`src/logic/trace_port_pkg.sv`:
```
`default_nettype none
package trace_port_pkg;

    // Register offsets on the peripheral bus
    localparam logic [7:0] OFS_TRACE_BYTE = 8'h00;
    localparam logic [7:0] OFS_TRACE_CONTROL = 8'h04;

    // Control field positions
    localparam int CTRL_FALL_LAUNCH_BIT = 0;
    localparam int CTRL_ENABLE_BIT = 1;

    // Values after reset, control write mask and unmapped read value
    localparam logic [7:0] TRACE_BYTE_RESET = 8'h00;
    localparam logic [7:0] TRACE_CONTROL_RESET = 8'h00;
    localparam logic [7:0] TRACE_CONTROL_WMASK = 8'h03;
    localparam logic [7:0] UNMAPPED_READ = 8'h00;

    // Trace clock timing, half a bit period
    localparam int CLK_PERIOD_NS = 10;
    localparam int HALF_BIT_NS = 20;
    localparam int HALF_BIT_CYCLES_RAW = (HALF_BIT_NS + CLK_PERIOD_NS - 1) / CLK_PERIOD_NS;
    localparam int HALF_BIT_CYCLES = (HALF_BIT_CYCLES_RAW < 1) ? 1 : HALF_BIT_CYCLES_RAW;
    localparam logic [3:0] HALF_DIV_LAST = 4'(HALF_BIT_CYCLES - 1);
    localparam logic [3:0] HALF_DIV_RESET = 4'h0;

    // Last half-period index for each launch edge
    localparam logic [4:0] LAST_HALF_RISE_LAUNCH = 5'h10;
    localparam logic [4:0] LAST_HALF_FALL_LAUNCH = 5'h0F;
    localparam logic [4:0] HALF_RESET = 5'h00;

    localparam int FIFO_DEPTH = 2;
    localparam logic [1:0] FIFO_FULL_COUNT = 2'h2;

    typedef enum logic [1:0] {
        SH_IDLE = 2'b00,
        SH_RUN = 2'b01
    } shift_state_t;

endpackage
`default_nettype wire

```
`src/logic/trace_stream_if.sv`:
```
`timescale 1ns/100ps
`default_nettype none
interface trace_stream_if;
    logic valid;
    logic ready;
    logic [7:0] data;

    modport src (
        output valid,
        output data,
        input ready
    );

    modport snk (
        input valid,
        input data,
        output ready
    );
endinterface
`default_nettype wire

```
`src/logic/trace_fifo.sv`:
```
`timescale 1ns/100ps
`default_nettype none
module trace_fifo (
    input wire logic mclk,
    input wire logic arst_n,
    input wire logic in_valid,
    output logic in_ready,
    input wire logic [7:0] in_data,
    trace_stream_if.src out
);
    typedef struct packed {
        logic [trace_port_pkg::FIFO_DEPTH-1:0][7:0] mem;
        logic wptr;
        logic rptr;
        logic [1:0] count;
    } fifo_state_t;

    fifo_state_t s_ff;
    fifo_state_t nxt_s;
    logic push;
    logic pop;

    assign in_ready = (s_ff.count != trace_port_pkg::FIFO_FULL_COUNT);
    assign out.valid = (s_ff.count != 2'h0);
    assign out.data = s_ff.mem[s_ff.rptr];

    always_comb begin
        nxt_s = s_ff;
        push = in_valid && in_ready;
        pop = out.valid && out.ready;
        if (push) begin
            nxt_s.mem[s_ff.wptr] = in_data;
            nxt_s.wptr = ~s_ff.wptr;
        end
        if (pop) begin
            nxt_s.rptr = ~s_ff.rptr;
        end
        nxt_s.count = 2'(s_ff.count + {1'b0, push} - {1'b0, pop});
    end

    always_ff @(posedge mclk or negedge arst_n) begin
        if (!arst_n) begin
            s_ff <= '0;
        end else begin
            s_ff <= nxt_s;
        end
    end
endmodule
`default_nettype wire

```
`src/logic/trace_shifter.sv`:
```
`timescale 1ns/100ps
`default_nettype none
module trace_shifter (
    input wire logic mclk,
    input wire logic arst_n,
    input wire logic fall_launch,
    trace_stream_if.snk in,
    output logic shift_busy,
    output logic ser_clk,
    output logic ser_dat
);
    typedef struct packed {
        trace_port_pkg::shift_state_t st;
        logic [7:0] shreg;
        logic fall;
        logic [4:0] half;
        logic [3:0] div;
        logic clk;
        logic dat;
    } shift_t;

    shift_t s_ff;
    shift_t nxt_s;
    logic [4:0] nxt_half;
    logic [4:0] prev_half;
    logic [4:0] last_half;
    logic [2:0] bit_idx;

    assign shift_busy = (s_ff.st == trace_port_pkg::SH_RUN);
    assign ser_clk = s_ff.clk;
    assign ser_dat = s_ff.dat;

    always_comb begin
        nxt_s = s_ff;
        in.ready = 1'b0;
        nxt_half = 5'(s_ff.half + 5'h01);
        prev_half = s_ff.half;
        last_half = s_ff.fall ? trace_port_pkg::LAST_HALF_FALL_LAUNCH
                              : trace_port_pkg::LAST_HALF_RISE_LAUNCH;
        // Launch index: falling mode one bit per half pair from 0, rising mode lags a half
        bit_idx = s_ff.fall ? nxt_half[3:1] : prev_half[3:1];
        unique case (s_ff.st)
            trace_port_pkg::SH_IDLE: begin
                nxt_s.clk = 1'b1;
                nxt_s.dat = 1'b1;
                if (in.valid) begin
                    in.ready = 1'b1;
                    nxt_s.st = trace_port_pkg::SH_RUN;
                    nxt_s.shreg = in.data;
                    nxt_s.fall = fall_launch;
                    nxt_s.half = trace_port_pkg::HALF_RESET;
                    nxt_s.div = trace_port_pkg::HALF_DIV_RESET;
                    nxt_s.clk = 1'b0;
                    nxt_s.dat = fall_launch ? in.data[0] : 1'b1;
                end
            end
            trace_port_pkg::SH_RUN: begin
                if (s_ff.div == trace_port_pkg::HALF_DIV_LAST) begin
                    nxt_s.div = trace_port_pkg::HALF_DIV_RESET;
                    if (s_ff.half == last_half) begin
                        nxt_s.st = trace_port_pkg::SH_IDLE;
                        nxt_s.clk = 1'b1;
                        nxt_s.dat = 1'b1;
                    end else begin
                        nxt_s.half = nxt_half;
                        nxt_s.clk = nxt_half[0];
                        // Data moves only on the launch edge, holds across the sample edge
                        if (nxt_half[0] == ~s_ff.fall) begin
                            nxt_s.dat = s_ff.shreg[bit_idx];
                        end
                    end
                end else begin
                    nxt_s.div = 4'(s_ff.div + 4'h1);
                end
            end
            default: begin
                nxt_s.st = trace_port_pkg::SH_IDLE;
            end
        endcase
    end

    always_ff @(posedge mclk or negedge arst_n) begin
        if (!arst_n) begin
            s_ff <= '{st: trace_port_pkg::SH_IDLE, shreg: 8'h00, fall: 1'b0, half: 5'h00,
                      div: 4'h0, clk: 1'b1, dat: 1'b1};
        end else begin
            s_ff <= nxt_s;
        end
    end
endmodule
`default_nettype wire

```
`src/logic/trace_port.sv`:
```
// Contract
// - Data register write starts one byte transfer
// - One byte per transfer, LSB first
// - Transmit only, nothing received
// - Edge select: 0 rising, 1 falling launch
// - Bit stable for opposite sampling edge
// - Idle drives clock and data high
// - Timing and trace clock from bus clock
// - Stall data writes until transfer completes
// - Data read returns last write, 00h reset
// - Enable bit gates trace clock, default off
// - Clock request only when enabled and busy
// - Idle when no transfer; no status bit
// - No interrupt output at all
// - Reset clears registers, outputs idle
`timescale 1ns/100ps
`default_nettype none
module trace_port (
    input wire logic mclk,
    input wire logic arst_n,
    input wire logic pb_sel,
    input wire logic pb_wr,
    input wire logic [7:0] pb_addr,
    input wire logic [7:0] pb_wdata,
    output logic [7:0] pb_rdata,
    output logic pb_ready,
    output logic trace_clk_out,
    output logic trace_data_out,
    output logic clk_req
);
    typedef struct packed {
        logic [7:0] trace_byte;
        logic [7:0] trace_control;
        logic [7:0] rdata;
        logic ready;
        logic clk_pin;
        logic dat_pin;
        logic req;
    } port_state_t;

    port_state_t s_ff;
    port_state_t nxt_s;
    logic fifo_push;
    logic fifo_in_ready;
    logic shift_busy;
    logic ser_clk;
    logic ser_dat;
    logic port_busy;
    logic port_en;

    trace_stream_if stream ();

    trace_fifo u_fifo (
        .mclk(mclk),
        .arst_n(arst_n),
        .in_valid(fifo_push),
        .in_ready(fifo_in_ready),
        .in_data(pb_wdata),
        .out(stream.src)
    );

    trace_shifter u_shifter (
        .mclk(mclk),
        .arst_n(arst_n),
        .fall_launch(s_ff.trace_control[trace_port_pkg::CTRL_FALL_LAUNCH_BIT]),
        .in(stream.snk),
        .shift_busy(shift_busy),
        .ser_clk(ser_clk),
        .ser_dat(ser_dat)
    );

    // Busy while a byte waits or shifts; idle otherwise, never visible as a bit
    assign port_busy = stream.valid || shift_busy;
    assign port_en = s_ff.trace_control[trace_port_pkg::CTRL_ENABLE_BIT];

    // Outputs are registered; only pins outward, no receive path and no interrupt
    assign pb_rdata = s_ff.rdata;
    assign pb_ready = s_ff.ready;
    assign trace_clk_out = s_ff.clk_pin;
    assign trace_data_out = s_ff.dat_pin;
    assign clk_req = s_ff.req;

    always_comb begin
        nxt_s = s_ff;
        fifo_push = 1'b0;
        nxt_s.ready = 1'b0;
        // One access per select; ready pulse blocks a repeat on the same request
        if (pb_sel && !s_ff.ready) begin
            unique case (pb_addr)
                trace_port_pkg::OFS_TRACE_BYTE: begin
                    if (pb_wr) begin
                        if (!port_busy && fifo_in_ready) begin
                            nxt_s.trace_byte = pb_wdata;
                            fifo_push = 1'b1;
                            nxt_s.ready = 1'b1;
                            nxt_s.rdata = trace_port_pkg::UNMAPPED_READ;
                        end
                    end else begin
                        nxt_s.rdata = s_ff.trace_byte;
                        nxt_s.ready = 1'b1;
                    end
                end
                trace_port_pkg::OFS_TRACE_CONTROL: begin
                    if (pb_wr) begin
                        nxt_s.trace_control = pb_wdata & trace_port_pkg::TRACE_CONTROL_WMASK;
                        nxt_s.rdata = trace_port_pkg::UNMAPPED_READ;
                    end else begin
                        nxt_s.rdata = s_ff.trace_control;
                    end
                    nxt_s.ready = 1'b1;
                end
                default: begin
                    nxt_s.rdata = trace_port_pkg::UNMAPPED_READ;
                    nxt_s.ready = 1'b1;
                end
            endcase
        end
        // Disabled port holds the clock pin high
        nxt_s.clk_pin = port_en ? ser_clk : 1'b1;
        nxt_s.dat_pin = ser_dat;
        nxt_s.req = port_en && port_busy;
    end

    always_ff @(posedge mclk or negedge arst_n) begin
        if (!arst_n) begin
            s_ff <= '{trace_byte: trace_port_pkg::TRACE_BYTE_RESET,
                      trace_control: trace_port_pkg::TRACE_CONTROL_RESET,
                      rdata: 8'h00, ready: 1'b0, clk_pin: 1'b1, dat_pin: 1'b1,
                      req: 1'b0};
        end else begin
            s_ff <= nxt_s;
        end
    end
endmodule
`default_nettype wire

```
`config.mk`:
```
export PLATFORM = sky130hd
export DESIGN_NAME = trace_port
export DESIGN_NICKNAME = d
export VERILOG_FILES = /design/src/logic/trace_port_pkg.sv /design/src/logic/trace_stream_if.sv /design/src/logic/trace_fifo.sv /design/src/logic/trace_shifter.sv /design/src/logic/trace_port.sv
export SDC_FILE = /design/constraint.sdc
export NUM_CORES = 1
export LEC_CHECK = 0
export BUFFER_PORTS_ARGS = -buffer_cell sky130_fd_sc_hd__clkbuf_2
export CELL_PAD_IN_SITES_DETAIL_PLACEMENT = 0
export CELL_PAD_IN_SITES_GLOBAL_PLACEMENT = 2
export CORE_MARGIN = 3
export CORE_UTILIZATION = 30
export DETAILED_ROUTE_END_ITERATION = 8
export GPL_TIMING_DRIVEN = 1
export PLACE_DENSITY = 0.65
export RECOVER_POWER = 25
export SETUP_SLACK_MARGIN = 0.3
export SLEW_MARGIN = 20
export SYNTH_ARGS = -nofsm -noshare
export SYNTH_HDL_FRONTEND = slang
export SYNTH_HIERARCHICAL = 1
export SYNTH_SLANG_ARGS = --single-unit
```
`constraint.sdc`:
```
create_clock -name mclk -period 2.8 [get_ports mclk]
set_clock_uncertainty 0.2 [all_clocks]
set_input_delay 0.42 -clock mclk [delete_from_list [all_inputs] [get_ports mclk]]
set_output_delay 0.42 -clock mclk [all_outputs]
set_load 0.1 [all_outputs]
```
==> results of run 1 <==
==> final cells by class <==
cell class,instances,share of cell area [%]
flip-flops and latches,63,43.0
multi-input cells,161,39.1
repair buffers,48,7.55
well taps,133,4.53
clock buffers,9,3.37
clock inverters,7,2.01
inverters,4,0.408
==> worst max-delay path, stage by stage (launching register included) <==
cell and delay, ns:
dfrtp_1 0.37, or2_0 0.29, nor2_4 0.11, and2_4 0.15, nand2_2 0.06, nor4_4 0.26
nand2_1 0.14, ha_1 0.29, inv_1 0.04, ha_2 0.17, xnor2_2 0.14, xnor2_1 0.12
==> worst max-delay path by stage <==
stage,slack (ns),startpoint,depth (start not counted),to
floorplan,0.34,u_fifo/s_ff[1]$_DFF_PN0_,11,u_fifo/s_ff[1]$_DFF_PN0_
global placement,0.25,u_fifo/s_ff[1]$_DFF_PN0_,11,u_fifo/s_ff[1]$_DFF_PN0_
detailed placement,0.22,u_fifo/s_ff[1]$_DFF_PN0_,11,u_fifo/s_ff[1]$_DFF_PN0_
CTS,0.31,u_fifo/s_ff[0]$_DFF_PN0_,11,u_fifo/s_ff[1]$_DFF_PN0_
global route,0.19,u_fifo/s_ff[1]$_DFF_PN0_,11,u_fifo/s_ff[1]$_DFF_PN0_
finish,0.35,u_fifo/s_ff[1]$_DFF_PN0_,11,u_fifo/s_ff[1]$_DFF_PN0_
==> metal layers <==
layer	routed length, µm	vias up	part of all wire, %	global-route usage, %
li1	-	956	-	-
met1	3040	997	48	15.7
met2	3060	24	48	18.8
met3	203	4	3.2	3.16
met4	61	0	0.96	3.79
met5	0	-	0	0
==> logic make-up (layout without fill, tap and decap cells) <==
logic type | count (synthesis) | count (layout) | synth area share, %
AND/OR/NAND/NOR | 66 | 66 | 12.6
flip-flops | 63 | 63 | 50.5
multiplexers | 49 | 49 | 19.6
AO/OA/AOI/OAI | 31 | 31 | 7.71
buffers and inverters | 23 | 68 | 4.79
XOR/XNOR | 10 | 10 | 2.80
adder cells (fa/ha/maj) | 5 | 5 | 2.00
==> power breakdown <==
part | leakage (nW) | switching, W | internal [W]
logic | 0.805 | 0.000365 | 0.000319
registers | 0.851 | 0.000124 | 0.00101
clock network | 0.0992 | 0.000390 | 0.000413
total | 1.75 | 0.000879 | 0.00174
==> per-stage QoR <==
stage	utilization (%)	total power, W
2_1_floorplan	-	0.00162
3_3_place_gp	34.2	0.00180
3_5_place_dp	34.2	0.00180
4_1_cts	36.5	0.00265
5_1_grt	36.9	0.00279
6_report	36.9	0.00262
==> registers in the layout, summed over array words and instances, names as in the netlist <==
register,count
s_ff,9
u_fifo/s_ff,20
pb_ready,1
u_shifter/ser_dat,1
u_shifter/prev_half,5
u_shifter/s_ff,14
clk_req,1
u_shifter/ser_clk,1
pb_rdata,8
trace_data_out,1
port_en,1
trace_clk_out,1
==> synthesized netlist by cell type (all sizes together) <==
library cell / instances
nand3: 11
and2: 2
nor3b: 1
inv: 4
a21oi: 1
nor2b: 4
nand3b: 2
dfrtp: 59
nor3: 5
dfstp: 4
nor4b: 1
mux2: 48
and3: 3
xnor2: 6
a21bo: 1
nand4: 2
clkbuf: 3
nor2: 9
o311ai: 1
nand2b: 4
or3: 1
buf: 16
a21boi: 1
a22o: 13
a311o: 1
a31oi: 3
and3b: 3
or2: 2
mux2i: 1
nor4: 4
o21ai: 9
ha: 5
xor2: 4
nand2: 12
o22ai: 1
==> timing repair <==
| action | CTS | global route |
|---|---|---|
| resized for setup | 3 | 5 |
| gates cloned | 0 | 0 |
| buffers inserted | 1 | 4 |
| endpoints found under the setup margin | 1 | 1 |
| hold buffers | 1 | 0 |
| pin swaps | 1 | 5 |
| hold endpoints to repair | 20 | 0 |
==> impl_metrics.json, run 1 <==
{
  "outcome": "finished clean",
  "cts_buffer_depth": 2,
  "die-height_um": 108,
  "cts_tree": "built",
  "wl_per_cell_um": 15.0,
  "fillers": 1010,
  "ys_types": 46,
  "rows": 36,
  "die_x_um": 108,
  "io_pins": 32,
  "ant_nets": 0,
  "p_per_area_nw_per_um2": 713,
  "clock-sinks": 63,
  "period_minus_slack_ns": 2.45,
  "seq_area_frac_synth_pct": 50.5,
  "cp-start-kind": "register",
  "crit_path_end_kind": "register",
  "peakVddDrop_mv": 0.301,
  "n_antenna_cell": 0,
  "fp.dieArea_um2": 11700,
  "r2r-start": "u_fifo/s_ff[1]$_DFF_PN0_",
  "drive_gt1_share_pct": 44.2,
  "synth_top_cell_by_area": "dfrtp_1",
  "postSynthAreaPerCell_um2": 12.7,
  "drt-vias-per-instance": 4.66,
  "vias": 1981,
  "synth.top_cell.area_share_pct": 47.1,
  "grt_max_degree": 25,
  "area_growth_pct": 17.4,
  "syn_inst": 247,
  "synthTopCellsByArea": "dfrtp_1 47%, mux2_2 11%, mux2_4 8.2%",
  "instances_no_fill": 425,
  "dpl.hpwl_um": 4430,
  "multi_input_area_um2": 1440,
  "grt_pass1_vias": 2126,
  "seq_area_um2": 1580,
  "worstPathArrival_ns": 2.47,
  "min_from": "pb_wdata[5]",
  "worst_pin_slew_ns": 1.29,
  "holdWs_ns": 0.143,
  "root_buffer": "clkbuf_8",
  "p_leak_nw": 1.75,
  "track_usage_pct": 11.8,
  "final_hold_viol_count": 0,
  "layout_common_cells": "58 x dfrtp_1, 31 x mux2_2, 31 x clkbuf_2",
  "r2r_cells": 11,
  "grt-ovfl-total": 0,
  "ys_warn_count": 6,
  "required_ns": 2.82,
  "min-delay-path-class": "in -> reg",
  "drt-initial-drc-count": 59,
  "numCtsBuffers": 9,
  "path_class": "reg -> reg",
  "wl_um": 6370,
  "place_congestion": 0.696,
  "synth_nets": 272,
  "rsz0062_at_grt": "yes",
  "initial_core_util_pct": 31.5,
  "dp_slack_ns": 0.220,
  "portBuffers": 31,
  "drv_cap": 0,
  "rr_endpoint": "u_fifo/s_ff[1]$_DFF_PN0_",
  "fin_area_um2": 3680,
  "period_share_pct": 87.7,
  "fin_nets": 312,
  "drt-pass1-iter-count": 4,
  "synth_seq_cells": 63,
  "placed_area_um2": 3410,
  "hold_depth": 2,
  "drcViolationCount": 0,
  "layout_setup_ws_ns": 0.345,
  "setup_violations": 0,
  "synth_area_um2": 3130,
  "hold_end": "u_fifo/s_ff[17]$_DFFE_PN0P_",
  "cp_max_fo": 3,
  "fmax_ghz": 0.407,
  "clk_latency_ns": 0.34,
  "cts_max_level": 3,
  "grt_pass1_wl_um": 10900,
  "antenna_found_initial": 0,
  "core-area_um2": 9950,
  "max_slew_margin_pct": 13.7,
  "finalSetupTns_ns": 0,
  "drv_slew": 0,
  "timing.reg2reg.setup_slack_ns": 0.35,
  "final_common_cell": "dfrtp_1",
  "clkTransAtPathRegs_ns": 0.08,
  "dp_cells": 403
}
Power figures use the tool's default switching activity.
==> inputs of run 2 (changes only) <==
--- a/config.mk
+++ b/config.mk
@@ -9,10 +9,10 @@
 export CELL_PAD_IN_SITES_DETAIL_PLACEMENT = 0
 export CELL_PAD_IN_SITES_GLOBAL_PLACEMENT = 2
 export CORE_MARGIN = 3
-export CORE_UTILIZATION = 30
+export CORE_UTILIZATION = 40
 export DETAILED_ROUTE_END_ITERATION = 8
 export GPL_TIMING_DRIVEN = 1
-export PLACE_DENSITY = 0.65
+export PLACE_DENSITY = 0.81
 export RECOVER_POWER = 25
 export SETUP_SLACK_MARGIN = 0.3
 export SLEW_MARGIN = 20
==> run 2 against run 1 <==
Die area decreased by 24%. Final cell count is 8.0% lower. Register-to-register slack better by 0.07 ns. Sequential power about the same. Critical path depth stayed put. Routed wire length decreased by 6.9%. Utilization is 13 points higher. Largest power group unchanged. Clock power is 20% higher. Design area grew 0.58%.
==> impl_metrics.json, run 2 (synthesis results as in run 1) <==
{
  "outcome": "finished clean",
  "cts_max_level": 3,
  "place_congestion": 0.778,
  "drive_gt1_share_pct": 44.2,
  "fmax_ghz": 0.419,
  "seq_area_um2": 1580,
  "cts_buffer_depth": 2,
  "clkTransAtPathRegs_ns": 0.08,
  "report.power.total_w": 0.00278,
  "antenna_found_initial": 0,
  "core-area_um2": 7410,
  "drcViolationCount": 0,
  "critPathMaxStageDelay_ns": 0.38,
  "grt_pass1_wl_um": 10200,
  "worstPathArrival_ns": 2.41,
  "cp-start-kind": "register",
  "portBuffers": 31,
  "dpl.hpwl_um": 4190,
  "cts_tree": "built",
  "die-height_um": 94.5,
  "cp_num_cells": 11,
  "rsz0062_at_grt": "no",
  "layout_common_cells": "58 x dfrtp_1, 31 x mux2_2, 30 x clkbuf_2",
  "cp_max_fo": 4,
  "ant_nets": 0,
  "fp.dieArea_um2": 8930,
  "crit_path_end_kind": "register",
  "peakVddDrop_mv": 0.358,
  "fin_nets": 312,
  "fillers": 665,
  "initial_core_util_pct": 42.3,
  "wl_per_cell_um": 15.2,
  "grt_max_degree": 30,
  "drt-pass1-iter-count": 4,
  "path_cells": "or2_0, nor2_4, and2_4, nand2_1, nor4_4, nand2_1, ha_1, inv_1, ha_2, xnor2_2, xnor2_1",
  "n_antenna_cell": 0,
  "p_per_area_nw_per_um2": 751,
  "multi_input_area_um2": 1440,
  "grt-ovfl-total": 0,
  "min-delay-path-class": "in -> reg",
  "area_growth_pct": 18.1,
  "rows": 31,
  "clk_latency_ns": 0.34,
  "vias": 1996,
  "clock-sinks": 63,
  "path_class": "reg -> reg",
  "largest_register_ffs": 20,
  "drt-initial-drc-count": 42,
  "io_pins": 32,
  "grt_pass1_vias": 2083,
  "placed_area_um2": 3380,
  "regMostFlops": "u_fifo/s_ff",
  "track_usage_pct": 15.0,
  "wl_um": 5930,
  "numCtsBuffers": 9,
  "fin_area_um2": 3700,
  "drv_slew": 0,
  "root_buffer": "clkbuf_8",
  "final_util_pct": 49.9,
  "drv_cap": 0,
  "p_leak_nw": 1.79,
  "hold_depth": 2,
  "worst_pin_slew_ns": 1.41,
  "finalSetupTns_ns": 0,
  "path_buf_inv": 1,
  "max_slew_margin_pct": 5.71,
  "r2r_cells": 11,
  "cpMaxStageDelayCell": "dfrtp_1",
  "timing.reg2reg.setup_slack_ns": 0.41,
  "reg.largest.list": "u_fifo/s_ff x20, u_shifter/s_ff x14, s_ff x9",
  "final_common_cell": "dfrtp_1",
  "setup_violations": 0,
  "final_hold_viol_count": 0,
  "die_x_um": 94.5,
  "drt-vias-per-instance": 5.10,
  "required_ns": 2.83,
  "path_delay_family": "simple AND/OR/NAND/NOR gates",
  "period_minus_slack_ns": 2.39,
  "crit_top_cell": "nand2_1",
  "period_share_pct": 85.2
}
-- run 2: cell count changes in the layout (fill, tap and decap cells not counted), sizes merged --
cell      previous run  this run
clkinv               5         4
buf                 14        16
bufinv               1         3
clkbuf              42        40
clkinvlp             1         0
-- run 2: worst reg2reg max path, delay by kind of cell, from the launching register on --
kind	cells	cell delay [ns]
xor gates and xnor gates	2	0.26
adders and majority gates	2	0.46
buffers and inverters	1	0.04
DFF	1	0.38
and+or+nand+nor	6	0.94
-- run 2: metrics by stage --
stage	hold slack, ns	instances	setup WS (ns)
floorplan	-0.0756	247	0.344
global placement	0.164	369	0.262
detailed placement	0.168	369	0.219
CTS	0.121	389	0.326
global route	0.129	391	0.238
finish	0.139	391	0.413
-- run 2: timing repair --
| item | CTS | global route |
|---|---|---|
| hold buffers | 1 | 0 |
| endpoints found under the setup margin | 1 | 1 |
| buffers inserted | 3 | 2 |
| gates resized for setup | 3 | 4 |
| pin swaps | 3 | 5 |
| endpoints found under the hold margin | 22 | 0 |
-- run 2: layout make-up --
class | count | area share, %
Sequential cell | 63 | 42.8
Multi-Input combinational cell | 161 | 38.8
Timing Repair Buffer | 48 | 8.02
Clock buffer | 9 | 3.35
Tap cell | 99 | 3.35
Clock inverter | 7 | 3.28
Inverter | 4 | 0.406
-- run 2: path summary, 6_finish.rpt --
kind	startpoint	end
min in group asynchronous	arst_n	pb_rdata[2]$_DFFE_PN0P_
max	u_fifo/s_ff[1]$_DFF_PN0_	u_fifo/s_ff[1]$_DFF_PN0_
min	pb_wdata[3]	u_fifo/s_ff[15]$_DFFE_PN0P_
max reg2reg	u_fifo/s_ff[1]$_DFF_PN0_	u_fifo/s_ff[1]$_DFF_PN0_
max in group asynchronous	arst_n	trace_data_out$_DFF_PN1_
min reg2reg	u_shifter/ser_dat$_DFFE_PN1P_	trace_data_out$_DFF_PN1_
-- run 2: power breakdown --
group | switching [W] | total, W | internal (W)
clock | 0.000369 | 0.000963 | 0.000594
combinational | 0.000357 | 0.000679 | 0.000322
sequential | 0.000123 | 0.00113 | 0.00101
-- run 2: per-layer routing --
metal | track usage, % | wire, µm
met5 | 0 | 0
met1 | 20.0 | 2800
met3 | 4.86 | 183
met4 | 5.05 | 86
met2 | 22.9 | 2860
